`src/core/csrwb_regs.vh`:
```
`ifndef CSRWB_REGS_VH
`define CSRWB_REGS_VH

// Clock rates of the subsystem
`define CSRWB_CPU_HZ 500000000
`define CSRWB_MEMCTL_HZ 312500000
`define CSRWB_SUBSYS_HZ 250000000
`define CSRWB_CLK_HZ 200000000

// Watchdog timing
`define CSRWB_WDT_TIMEOUT_S 2
// Two seconds at the 200 MHz local clock, sized to the counter width
`define CSRWB_WDT_CYCLES 29'h17d78400
`define CSRWB_WDT_CNT_W 29

// Unlock keys, written alternately
`define CSRWB_WDT_KEY_A 8'hbe
`define CSRWB_WDT_KEY_B 8'hef

// Soft reset request length
`define CSRWB_RST_HOLD 4'h8

// Reset values
`define CSRWB_SCRATCH_RST 32'h00000000
`define CSRWB_PIN_ALT_RST 32'h00000000

// Shared bus regions, upper address nibble
`define CSRWB_NIB_LOW 4'h0
`define CSRWB_NIB_LOW_HI 4'h1
`define CSRWB_NIB_MEM0 4'h2
`define CSRWB_NIB_MEM1 4'h3
`define CSRWB_NIB_FLASH 4'h4
`define CSRWB_NIB_REGS 4'h7
`define CSRWB_NIB_RSV 4'h8
`define CSRWB_NIB_BIG_END 4'hb

// Target encodings
`define CSRWB_TGT_NONE 2'h0
`define CSRWB_TGT_FLASH 2'h1
`define CSRWB_TGT_MEM 2'h2
`define CSRWB_TGT_REGS 2'h3

// Transfer sizes and masters
`define CSRWB_SZ_BYTE 2'h0
`define CSRWB_SZ_HALF 2'h1
`define CSRWB_SZ_WORD 2'h2
`define CSRWB_MST_BAD 2'h3

`endif

```
`src/core/placeholder_none.v`:
```
`timescale 1ns/1ps
`default_nettype none
`default_nettype wire

```
`src/core/csrwb_top.v`:
```
// Summary of operation
// (RQ1) Core 500 MHz, memory controller 312.50 MHz, rest of subsystem 250 MHz.
// (RQ2) Subsystem trigger without CPU-only resets processor core and whole subsystem.
// (RQ3) With CPU-only set, soft reset hits core only; DMA, PCIe, memory run.
// (RQ4) Software disables frame DMA before any soft reset that reaches subsystem.
// (RQ5) Subsystem reset covers shared bus blocks, not switch register bus blocks.
// (RQ6) Chip trigger soft resets the whole device.
// (RQ7) Protect bit set keeps chip soft reset away from core and subsystem.
// (RQ8) Switch-core trigger does chip soft reset but spares SERDES and PLL.
// (RQ9) Scratch and pin alternate-function registers clear only on external reset.
// (RQ10) Watchdog times out after two seconds, starts disabled, own control only.
// (RQ11) Software restarts an enabled watchdog within the timeout period.
// (RQ12) Watchdog expiry acts as subsystem trigger, CPU-only still limits it.
// (RQ13) Out-of-sequence unlock key write fires an immediate expiry reset.
// (RQ14) Last reset cause shows watchdog or other; changes only at core reset.
// (RQ15) Enable or restart needs unlock key in same write as run bit.
// (RQ16) Shared bus: 32-bit address and data; only core, PCIe, access block master.
// (RQ17) Byte addressing, 8/16/32-bit transfers, bursts of 32-bit words.
// (RQ18) Boot mode after power-up or subsystem reset; normal mode mirrors memory.
// (RQ19) Boot map select written then read back; read applies new mapping.
// (RQ20) 512 MB mapped by default; large-memory enable extends map to 1 GB.
// (RQ21) Low mirror 0x0, memory 0x20000000, flash 0x40000000, registers 0x70000000.
// (RQ22) CPU-only soft reset leaves the current bus mapping unchanged.
// (RQ23) Each accepted restart reloads the full two-second countdown.
`timescale 1ns/1ps
`default_nettype none
`include "csrwb_regs.vh"

module csrwb_top #(
    parameter [`CSRWB_WDT_CNT_W-1:0] WDT_CYCLES = `CSRWB_WDT_CYCLES
) (
    // Clock and external reset
    input wire I_CLK,
    input wire I_RST_N,
    // Soft reset controls
    input wire I_SUBSYS_RST_TRIG,
    input wire I_CPU_ONLY,
    input wire I_PROTECT,
    input wire I_CHIP_RST_TRIG,
    input wire I_SWITCH_CORE_SOFT_RESET_TRIGGER,
    // Watchdog control
    input wire I_WATCHDOG_WR,
    input wire [7:0] I_WATCHDOG_UNLOCK_KEY,
    input wire I_WATCHDOG_RUN,
    // Persistent registers
    input wire I_SCRATCH_WR,
    input wire [31:0] I_SCRATCH_WDATA,
    input wire I_PIN_ALT_WR,
    input wire [31:0] I_PIN_ALT_WDATA,
    // Bus map control
    input wire I_BOOT_MAP_SELECT_WR,
    input wire I_BOOT_MAP_SELECT_WDATA,
    input wire I_BOOT_MAP_SELECT_RD,
    input wire I_LARGE_MEMORY_ENABLE,
    // Shared bus request
    input wire I_BUS_VALID,
    input wire [31:0] I_BUS_ADDR,
    input wire [1:0] I_BUS_SIZE,
    input wire [1:0] I_BUS_MASTER,
    input wire I_BUS_BURST,
    // Reset requests
    output wire O_CPU_RST_REQ,
    output wire O_SUBSYS_RST_REQ,
    output wire O_CHIP_RST_REQ,
    output wire O_SERDES_PLL_RST_REQ,
    // Watchdog status
    output wire O_WATCHDOG_RUN,
    output wire O_LAST_RESET_CAUSE,
    // Persistent register contents
    output wire [31:0] O_SCRATCH,
    output wire [31:0] O_PIN_ALT,
    // Bus map status
    output wire O_BOOT_MAP_SELECT_RDATA,
    output wire O_BOOT_ACTIVE,
    // Shared bus decode
    output wire O_DEC_VALID,
    output wire [1:0] O_DEC_TARGET,
    output wire [31:0] O_DEC_OFFSET,
    output wire O_DEC_ERR
);

////////////////////////////////////////////////////////////////////////////////

reg cpu_rst_reg;
reg sub_rst_reg;
reg chip_rst_reg;
reg serdes_rst_reg;
reg [3:0] hold_cnt_reg;
reg wdt_run_reg;
reg [`CSRWB_WDT_CNT_W-1:0] wdt_cnt_reg;
reg wdt_key_b_reg;
reg cause_reg;
reg [31:0] scratch_reg;
reg [31:0] pin_alt_reg;
reg boot_act_reg;
reg boot_pend_reg;
reg boot_rdata_reg;
reg dec_valid_reg;
reg [1:0] dec_tgt_reg;
reg [31:0] dec_off_reg;
reg dec_err_reg;

wire [7:0] key_expected;
wire key_ok;
wire wdt_expired;
wire wdt_fire;
wire chip_any;
wire trig_sub;
wire cpu_set;
wire sub_set;
wire chip_set;
wire serdes_set;
wire any_set;

////////////////////////////////////////////////////////////////////////////////
// Reset scopes

assign chip_any = I_CHIP_RST_TRIG | I_SWITCH_CORE_SOFT_RESET_TRIGGER;
assign trig_sub = I_SUBSYS_RST_TRIG | wdt_fire; // RQ12
assign cpu_set = trig_sub | (chip_any & ~I_PROTECT); // RQ2 RQ7
assign sub_set = (trig_sub & ~I_CPU_ONLY) | (chip_any & ~I_PROTECT); // RQ3 RQ7
assign chip_set = chip_any; // RQ6
assign serdes_set = I_CHIP_RST_TRIG; // RQ8
assign any_set = cpu_set | sub_set | chip_set;

// Requests hold a fixed length; a new trigger restarts the hold and widens the scope
always @(posedge I_CLK or negedge I_RST_N) begin
    if (!I_RST_N) begin
        hold_cnt_reg <= 4'h0;
        cpu_rst_reg <= 1'b0;
        sub_rst_reg <= 1'b0;
        chip_rst_reg <= 1'b0;
        serdes_rst_reg <= 1'b0;
    end else if (any_set) begin
        hold_cnt_reg <= `CSRWB_RST_HOLD - 4'h1;
        cpu_rst_reg <= cpu_rst_reg | cpu_set;
        sub_rst_reg <= sub_rst_reg | sub_set;
        chip_rst_reg <= chip_rst_reg | chip_set;
        serdes_rst_reg <= serdes_rst_reg | serdes_set;
    end else if (hold_cnt_reg != 4'h0) begin
        hold_cnt_reg <= hold_cnt_reg - 4'h1;
    end else begin
        cpu_rst_reg <= 1'b0;
        sub_rst_reg <= 1'b0;
        chip_rst_reg <= 1'b0;
        serdes_rst_reg <= 1'b0;
    end
end

// Subsystem request drives shared bus blocks only; register bus blocks follow chip
assign O_CPU_RST_REQ = cpu_rst_reg;
assign O_SUBSYS_RST_REQ = sub_rst_reg; // RQ5
assign O_CHIP_RST_REQ = chip_rst_reg;
assign O_SERDES_PLL_RST_REQ = serdes_rst_reg;

////////////////////////////////////////////////////////////////////////////////
// Watchdog

assign key_expected = wdt_key_b_reg ? `CSRWB_WDT_KEY_B : `CSRWB_WDT_KEY_A;
assign key_ok = (I_WATCHDOG_UNLOCK_KEY == key_expected);
assign wdt_expired = wdt_run_reg & (wdt_cnt_reg == {`CSRWB_WDT_CNT_W{1'b0}}); // RQ10
assign wdt_fire = wdt_expired | (I_WATCHDOG_WR & ~key_ok); // RQ13

// Counting at the local clock; the period is fixed in time, not in subsystem cycles
always @(posedge I_CLK or negedge I_RST_N) begin
    if (!I_RST_N) begin
        wdt_run_reg <= 1'b0; // RQ10
        wdt_cnt_reg <= {`CSRWB_WDT_CNT_W{1'b0}};
        wdt_key_b_reg <= 1'b0;
    end else if (cpu_set) begin
        wdt_run_reg <= 1'b0;
        wdt_cnt_reg <= {`CSRWB_WDT_CNT_W{1'b0}};
        wdt_key_b_reg <= 1'b0;
    end else if (I_WATCHDOG_WR && key_ok) begin
        wdt_key_b_reg <= ~wdt_key_b_reg;
        if (I_WATCHDOG_RUN) begin
            wdt_run_reg <= 1'b1; // RQ15
            wdt_cnt_reg <= WDT_CYCLES - 1'b1; // RQ23 RQ1
        end else begin
            wdt_run_reg <= 1'b0;
        end
    end else if (wdt_run_reg) begin
        wdt_cnt_reg <= wdt_cnt_reg - 1'b1;
    end
end

// Cause is latched only as the core reset starts
always @(posedge I_CLK or negedge I_RST_N) begin
    if (!I_RST_N) begin
        cause_reg <= 1'b0;
    end else if (cpu_set) begin
        cause_reg <= wdt_fire; // RQ14
    end
end

assign O_WATCHDOG_RUN = wdt_run_reg;
assign O_LAST_RESET_CAUSE = cause_reg;

////////////////////////////////////////////////////////////////////////////////
// Persistent registers, deliberately blind to soft resets

always @(posedge I_CLK or negedge I_RST_N) begin
    if (!I_RST_N) begin
        scratch_reg <= `CSRWB_SCRATCH_RST; // RQ9
        pin_alt_reg <= `CSRWB_PIN_ALT_RST; // RQ9
    end else begin
        if (I_SCRATCH_WR) begin
            scratch_reg <= I_SCRATCH_WDATA;
        end
        if (I_PIN_ALT_WR) begin
            pin_alt_reg <= I_PIN_ALT_WDATA;
        end
    end
end

assign O_SCRATCH = scratch_reg;
assign O_PIN_ALT = pin_alt_reg;

////////////////////////////////////////////////////////////////////////////////
// Boot and normal mapping

// A write only stages the mode so code keeps fetching until the read back
always @(posedge I_CLK or negedge I_RST_N) begin
    if (!I_RST_N) begin
        boot_act_reg <= 1'b1; // RQ18
        boot_pend_reg <= 1'b1;
        boot_rdata_reg <= 1'b1;
    end else if (sub_set) begin
        boot_act_reg <= 1'b1; // RQ18 RQ22
        boot_pend_reg <= 1'b1;
        boot_rdata_reg <= 1'b1;
    end else begin
        if (I_BOOT_MAP_SELECT_WR) begin
            boot_pend_reg <= I_BOOT_MAP_SELECT_WDATA;
        end
        if (I_BOOT_MAP_SELECT_RD) begin
            boot_act_reg <= boot_pend_reg; // RQ19
            boot_rdata_reg <= boot_pend_reg;
        end
    end
end

assign O_BOOT_MAP_SELECT_RDATA = boot_rdata_reg;
assign O_BOOT_ACTIVE = boot_act_reg;

////////////////////////////////////////////////////////////////////////////////
// Shared bus address decode

reg [1:0] tgt_next;
reg [31:0] off_next;
reg err_next;
wire [3:0] nib;
wire [31:0] mem_off;

assign nib = I_BUS_ADDR[31:28];
assign mem_off = I_LARGE_MEMORY_ENABLE ? {2'h0, I_BUS_ADDR[29:0]} :
                 {3'h0, I_BUS_ADDR[28:0]}; // RQ20

always @* begin
    tgt_next = `CSRWB_TGT_NONE;
    off_next = 32'h00000000;
    err_next = 1'b0;
    if (nib == `CSRWB_NIB_LOW) begin
        if (boot_act_reg) begin
            tgt_next = `CSRWB_TGT_FLASH; // RQ18 RQ21
            off_next = {4'h0, I_BUS_ADDR[27:0]};
        end else begin
            tgt_next = `CSRWB_TGT_MEM; // RQ18 RQ21
            off_next = mem_off;
        end
    end else if (nib == `CSRWB_NIB_LOW_HI) begin
        if (!boot_act_reg) begin
            tgt_next = `CSRWB_TGT_MEM;
            off_next = mem_off;
        end
    end else if (nib == `CSRWB_NIB_MEM0 || nib == `CSRWB_NIB_MEM1) begin
        if (!I_LARGE_MEMORY_ENABLE || !boot_act_reg) begin
            tgt_next = `CSRWB_TGT_MEM; // RQ20 RQ21
            off_next = mem_off;
        end
    end else if (nib == `CSRWB_NIB_FLASH) begin
        tgt_next = `CSRWB_TGT_FLASH; // RQ21
        off_next = {4'h0, I_BUS_ADDR[27:0]};
    end else if (nib == `CSRWB_NIB_REGS) begin
        tgt_next = `CSRWB_TGT_REGS; // RQ21
        off_next = {4'h0, I_BUS_ADDR[27:0]};
    end else if (nib >= `CSRWB_NIB_RSV && nib <= `CSRWB_NIB_BIG_END) begin
        if (I_LARGE_MEMORY_ENABLE) begin
            tgt_next = `CSRWB_TGT_MEM; // RQ20
            off_next = {2'h0, I_BUS_ADDR[29:0]};
        end
    end
    // Only the three masters, legal sizes, aligned, word-only bursts
    if (I_BUS_MASTER == `CSRWB_MST_BAD) begin
        err_next = 1'b1; // RQ16
    end else if (I_BUS_SIZE == 2'h3) begin
        err_next = 1'b1; // RQ17
    end else if (I_BUS_SIZE == `CSRWB_SZ_HALF && I_BUS_ADDR[0]) begin
        err_next = 1'b1; // RQ17
    end else if (I_BUS_SIZE == `CSRWB_SZ_WORD && I_BUS_ADDR[1:0] != 2'h0) begin
        err_next = 1'b1; // RQ17
    end else if (I_BUS_BURST && I_BUS_SIZE != `CSRWB_SZ_WORD) begin
        err_next = 1'b1; // RQ17
    end else if (tgt_next == `CSRWB_TGT_NONE) begin
        err_next = 1'b1;
    end
    if (err_next) begin
        tgt_next = `CSRWB_TGT_NONE;
        off_next = 32'h00000000;
    end
end

always @(posedge I_CLK or negedge I_RST_N) begin
    if (!I_RST_N) begin
        dec_valid_reg <= 1'b0;
        dec_tgt_reg <= `CSRWB_TGT_NONE;
        dec_off_reg <= 32'h00000000;
        dec_err_reg <= 1'b0;
    end else begin
        dec_valid_reg <= I_BUS_VALID;
        if (I_BUS_VALID) begin
            dec_tgt_reg <= tgt_next;
            dec_off_reg <= off_next;
            dec_err_reg <= err_next;
        end
    end
end

assign O_DEC_VALID = dec_valid_reg;
assign O_DEC_TARGET = dec_tgt_reg;
assign O_DEC_OFFSET = dec_off_reg;
assign O_DEC_ERR = dec_err_reg;

endmodule // csrwb_top

`default_nettype wire

```
`config.mk`:
```
export PLATFORM = sky130hd
export DESIGN_NAME = csrwb_top
export DESIGN_NICKNAME = d
export VERILOG_FILES = /design/src/core/placeholder_none.v /design/src/core/csrwb_top.v
export VERILOG_INCLUDE_DIRS = /design/src /design/src/core
export SDC_FILE = /design/constraint.sdc
export NUM_CORES = 1
export LEC_CHECK = 0
export BUFFER_PORTS_ARGS = -buffer_cell sky130_fd_sc_hd__clkbuf_2
export CORE_AREA = 2 2 137 139
export DETAILED_ROUTE_END_ITERATION = 12
export DIE_AREA = 0 0 139 141
export PLACE_DENSITY = 0.71
export SYNTH_ARGS = -nofsm -noshare
export SYNTH_HDL_FRONTEND = slang
export SYNTH_SLANG_ARGS = --single-unit
```
`constraint.sdc`:
```
create_clock -name I_CLK -period 4.7 [get_ports I_CLK]
set_input_delay 0.47 -clock I_CLK [delete_from_list [all_inputs] [get_ports I_CLK]]
set_output_delay 0.47 -clock I_CLK [all_outputs]
set_load 0.005 [all_outputs]
```
After elaboration in Yosys (flattened, before gate mapping)
Cells that the tools add are included.
Storage, ports and cells
  logic and storage cells: 123
  output and inout port bits: 108
  flip-flop bits (word level): 142
  bits of input ports: 125
Operators by class
  multiplexer cells: 50
  magnitude comparators: 2
  $add $sub $neg: 2
  bitwise logic cells: 19
  equality and inequality tests: 13
  reduce and logical (&&, ||, !) cells: 20
Operators with widths (number)
  30-bit two-way mux: 8
  32-bit two-way mux: 4
  29-bit two-way mux: 4
  29-bit logical NOT: 1
  29-bit by 1-bit subtractor with 29-bit output, second input constant: 1
  2-bit two-way mux: 11
  1-bit two-way mux: 20
  1-bit OR: 11
  2-bit nonzero test: 5
  4-bit by 2-bit == test with 1-bit output, second input constant: 2
  4-bit by 3-bit == test with 1-bit output, second input constant: 2
  8-bit == test: 1
  4-bit two-way mux: 2
  7-bit two-way mux: 1
  2-bit == test, second input constant: 3
  1-bit logical AND: 5
  1-bit AND: 4
  4-bit by 1-bit == test with 1-bit output, second input constant: 1
  4-bit greater-or-equal comparator, second input constant: 1
  4-bit <= comparator, second input constant: 1
  4-bit logical NOT: 1
  2-bit != test, second input constant: 2
  1-bit NOT: 4
  4-bit nonzero test: 1
  8 further kinds: 10

Depth between registers and ports, before layout
  depth in word-level cells: 16
  mapped depth: 8
  depth with buffers taken out: 6

Worst setup path before layout
No wires, ideal clock.
  path kind: input -> register
  start: input I_WATCHDOG_UNLOCK_KEY[0]
  end: register cpu_rst_reg (netlist: O_CPU_RST_REQ)
  data arrival time: 1.861 ns
  setup slack: 2.720 ns
  stages on the path: 6
  required time: 4.581 ns
  path through: nor4b_2 > o211ai_1 > a211oi_4 > nand2_2 > buf_4 > o21a_1
On the way
  longest elaborated chain between the ends: 10
RTL lines
  from (decl): RTL line csrwb_top.v:43  | input wire [7:0] I_WATCHDOG_UNLOCK_KEY,
  8-bit == test *: RTL line csrwb_top.v:160  | assign key_ok = (I_WATCHDOG_UNLOCK_KEY == key_expected);
  1-bit NOT *: RTL line csrwb_top.v:162  | assign wdt_fire = wdt_expired | (I_WATCHDOG_WR & ~key_ok);
  1-bit AND *: RTL line csrwb_top.v:162
  1-bit OR *: RTL line csrwb_top.v:162
  1-bit OR *: RTL line csrwb_top.v:119  | assign trig_sub = I_SUBSYS_RST_TRIG | wdt_fire;
  1-bit AND: RTL line csrwb_top.v:121  | assign sub_set = (trig_sub & ~I_CPU_ONLY) | (chip_any & ~I_PROTECT);
  1-bit OR: RTL line csrwb_top.v:121
  1-bit OR (2 in series): RTL line csrwb_top.v:124  | assign any_set = cpu_set | sub_set | chip_set;
  2-bit != test (no line) or 1-bit two-way mux (tied branches)
  to (signal assigned): RTL line csrwb_top.v:136  | cpu_rst_reg <= cpu_rst_reg | cpu_set;
  to (decl): RTL line csrwb_top.v:84  | reg cpu_rst_reg;
Every way passes the cells marked *; elsewhere a longest branch is shown, timed or not.
A chain may end at the register's enable or synchronous reset.

Worst setup path after layout
  start: register wdt_cnt_reg[16]
  end: register wdt_cnt_reg[1]
On the way
  longest elaborated chain between the ends: 7
RTL lines
  from (decl): RTL line csrwb_top.v:90  | reg [`CSRWB_WDT_CNT_W-1:0] wdt_cnt_reg;
  from (signal assigned): RTL line csrwb_top.v:168  | wdt_cnt_reg <= {`CSRWB_WDT_CNT_W{1'b0}};
  from (signal assigned): RTL line csrwb_top.v:172  | wdt_cnt_reg <= {`CSRWB_WDT_CNT_W{1'b0}};
  from (signal assigned): RTL line csrwb_top.v:178  | wdt_cnt_reg <= WDT_CYCLES - 1'b1;
  29-bit logical NOT *: RTL line csrwb_top.v:161  | assign wdt_expired = wdt_run_reg & (wdt_cnt_reg == {`CSRWB_WDT_CNT_W{1'b0}});
  1-bit AND *: RTL line csrwb_top.v:161
  1-bit OR *: RTL line csrwb_top.v:162
  1-bit OR *: RTL line csrwb_top.v:119
  1-bit OR *: RTL line csrwb_top.v:120  | assign cpu_set = trig_sub | (chip_any & ~I_PROTECT);
  3-bit != test (no line) or 3-bit nonzero test (tied branches)
  2-bit AND reduction (no line)
Marked as above.

==> impl_metrics.toml <==
[synth]
netlist_instances = 513
postSynthAreaPerCell_um2 = 12.1
synth_edf_count = 0
yosysWarnings = 0
synth_seq_area_share = 0.564
synth_cell_type_count = 64
synth-seq-cells = 140
ys.flop_type = "dfrtp_1"
synth_area_um2 = 6220
async_reset_ff_frac = 1.00

[placement]
portBuffers = 230
finalWeightedCongestion = 0.772
dp.final_hpwl_um = 10600
placed_cells = 948

[layout]
multiInputGateArea_um2 = 2510
seq_area_um2 = 3510
drive_above_1_share = 0.465
finalNonFillerCells = 980
area_delta_synth_final_pct = 30.8
diodes = 0
fillers = 1725
nNetsFinal = 861

[pwr]
finalPower_mw = 2.92
ir_worst_vdd_v = 0.000245
power_density_nw_per_um2 = 359
p_leak_nw = 3.95

[die]
num_rows = 50
io-pin-count = 233
die_area_um2 = 19600
die_w_um = 139
core-area_um2 = 18300
start_util = 0.340
die_h_um = 141

[grt]
antenna_found_initial = 0
grt_max_degree = 101
grt_overflow = 0
grt_pass1_vias = 4727
grtUsageTotal = 0.149
grt_pass1_wl_um = 23900

[setup_path]
cp_cell_sequence = "nor3_1 -> nand4_2 -> or3_1 -> nand2_2 -> a221oi_1"
end_kind = "register"
r2r-start = "wdt_cnt_reg[16]"
crit_family = "simple AND/OR/NAND/NOR gates"
cp_slowest_cell = "or3_1"
critPathLaunchType = "register"
cp-startpoint = "wdt_cnt_reg[16]"
r2r_setup_slack_ps = 1950
crit_type = "reg -> reg"
worstPathRequired_ps = 4930
slowest_delay_ps = 770
cp.arrival_ps = 2980
worstPathMaxFanout = 26
worst-path-buf-inv = 0

[outcome]
run_status = "finished clean"

[cts]
htreeDepth = 4
cts_max_path_buffers = 2
cts_root_buf = "clkbuf_16"
post_cts_buffers = 0
post_cts_resized = 0
clk_latency_ps = 410
cts_tree = "built"
clkSlewWorstSetupHoldPaths_ps = 60
cts_hold_buf = 0
cts_buffers = 17
cts_sinks = 140

[drt]
wl_per_cell_um = 15.0
drt-total-wl_um = 14700
initialDrtViolationCount = 259
drc = 0
dr.pass1.iters = 4
via_per_inst = 5.03
ant_nets = 0
num_vias = 4931

[timing]
period_needed_ps = 2750
max_slew_margin = 0.309
rsz0062_at_grt = "no"
setup_viol = 0
fmax_mhz = 364
finClkSkew_ps = 8.49
final.period_utilization = 0.584
finalSetupTns_ps = 0
tightest_slew_ps = 1030
hold_viol = 0
slew_viol_final = 0

[run]
drv_cap = 0

[worst_hold_path]
min_path_type = "in -> async"
## path summary, 6_finish.rpt
kind,to,depth (start not counted)
worst max-delay path,wdt_cnt_reg[1],5
worst min register to register,O_SERDES_PLL_RST_REQ,1
worst min-delay path,wdt_cnt_reg[6],1
min in group I_CLK,O_DEC_VALID,1
max in group asynchronous,O_SCRATCH[20],2
worst max register to register,wdt_cnt_reg[1],5
## kinds of logic after synthesis
group / Yosys count / synth area share
multiplexers: 65 / 0.117
AND/OR/NAND/NOR: 141 / 0.131
buffers and inverters: 45 / 0.0334
other: 1 / 0.000603
AO/OA/AOI/OAI: 115 / 0.143
XOR/XNOR: 3 / 0.00423
adder cells (fa/ha/maj): 3 / 0.00604
flip-flops: 140 / 0.564
## where the power goes
| part | internal, mW | switching, mW | leakage (nW) |
|---|---|---|---|
| Sequential | 1.27 | 0.0341 | 1.75 |
| Clock | 0.766 | 0.571 | 0.290 |
| Combinational | 0.146 | 0.127 | 1.91 |
| Total | 2.19 | 0.733 | 3.95 |
## cells in the final DEF, fill, tap and decap left out, types with 5 or more instances in the layout
cell | netlist | layout
a211o_1 | 5 | 5
a211oi_1 | 7 | 7
a21oi_1 | 19 | 18
a22o_1 | 28 | 28
a311oi_1 | 10 | 10
clkbuf_16 | 0 | 17
clkbuf_2 | 0 | 229
dfrtp_1 | 138 | 138
inv_1 | 11 | 11
mux2_2 | 64 | 64
nand2_1 | 17 | 17
nand3_1 | 16 | 16
nand4_1 | 18 | 18
nor2_1 | 27 | 27
nor3_1 | 11 | 11
nor4_1 | 9 | 9
o211ai_1 | 6 | 6
o21ai_0 | 9 | 9
o31ai_1 | 5 | 5
o41ai_1 | 7 | 7
or3_1 | 8 | 8
## through the flow
| step | hold WS, ps | worst slack [ps] | area, um2 | utilization |
|---|---|---|---|---|
| floorplan | 174 | 2720 | 6220 | - |
| global placement | 467 | 2110 | 7540 | 0.413 |
| detailed placement | 470 | 2010 | 7540 | 0.413 |
| CTS | 192 | 2010 | 8130 | 0.445 |
| global route | 198 | 1760 | 8130 | 0.445 |
| finish | 158 | 1950 | 8130 | 0.445 |
## cell usage after synthesis, types with 2 or more instances
cell type | number | area [um2]
dfrtp_1 | 138 | 3450
mux2_2 | 64 | 721
a22o_1 | 28 | 245
nor2_1 | 27 | 101
a21oi_1 | 19 | 95.1
nand4_1 | 18 | 113
clkbuf_1 | 17 | 63.8
nand2_1 | 17 | 63.8
nand3_1 | 16 | 80.1
inv_1 | 11 | 41.3
nor3_1 | 11 | 55.1
a311oi_1 | 10 | 87.6
nor4_1 | 9 | 56.3
o21ai_0 | 9 | 45.0
or3_1 | 8 | 50.1
a211oi_1 | 7 | 52.6
o41ai_1 | 7 | 61.3
buf_1 | 6 | 22.5
o211ai_1 | 6 | 45.0
a211o_1 | 5 | 43.8
buf_4 | 5 | 37.5
o31ai_1 | 5 | 37.5
buf_2 | 4 | 20.0
nand3b_1 | 4 | 30.0
o31a_1 | 4 | 35.0
and3_1 | 3 | 18.8
ha_1 | 3 | 37.5
nand2b_1 | 3 | 18.8
nor2b_1 | 3 | 18.8
a21oi_2 | 2 | 17.5
a32o_1 | 2 | 20.0
and2_1 | 2 | 12.5
buf_6 | 2 | 22.5
dfstp_2 | 2 | 52.6
nor3_2 | 2 | 20.0
nor3b_1 | 2 | 15.0
nor4_4 | 2 | 42.5
o2111ai_1 | 2 | 17.5
or2_1 | 2 | 12.5
xnor2_1 | 2 | 17.5
## area by class of cell
type                            instances  share of cell area
Tap cell                              234              0.0360
Clock inverter                         14              0.0189
Sequential cell                       140               0.431
Inverter                               11             0.00508
Clock buffer                           18              0.0540
Multi-Input combinational cell        329               0.309
Timing Repair Buffer                  234               0.146
## per-layer routing
layer  GRT usage  share of wire  up-vias
met5           0              0        -
met4      0.0569          0.018        0
met3      0.0343          0.064       23
met2       0.242           0.48      192
met1       0.195           0.44     2341
li1            -              -     2375
## worst register-to-register path, stage by stage, from the launching register on
cell	delay (ps)
dfrtp_1	410
nor3_1	450
nand4_2	270
or3_1	770
nand2_2	570
a221oi_1	100
No activity file was read; power rests on OpenSTA's default activity.
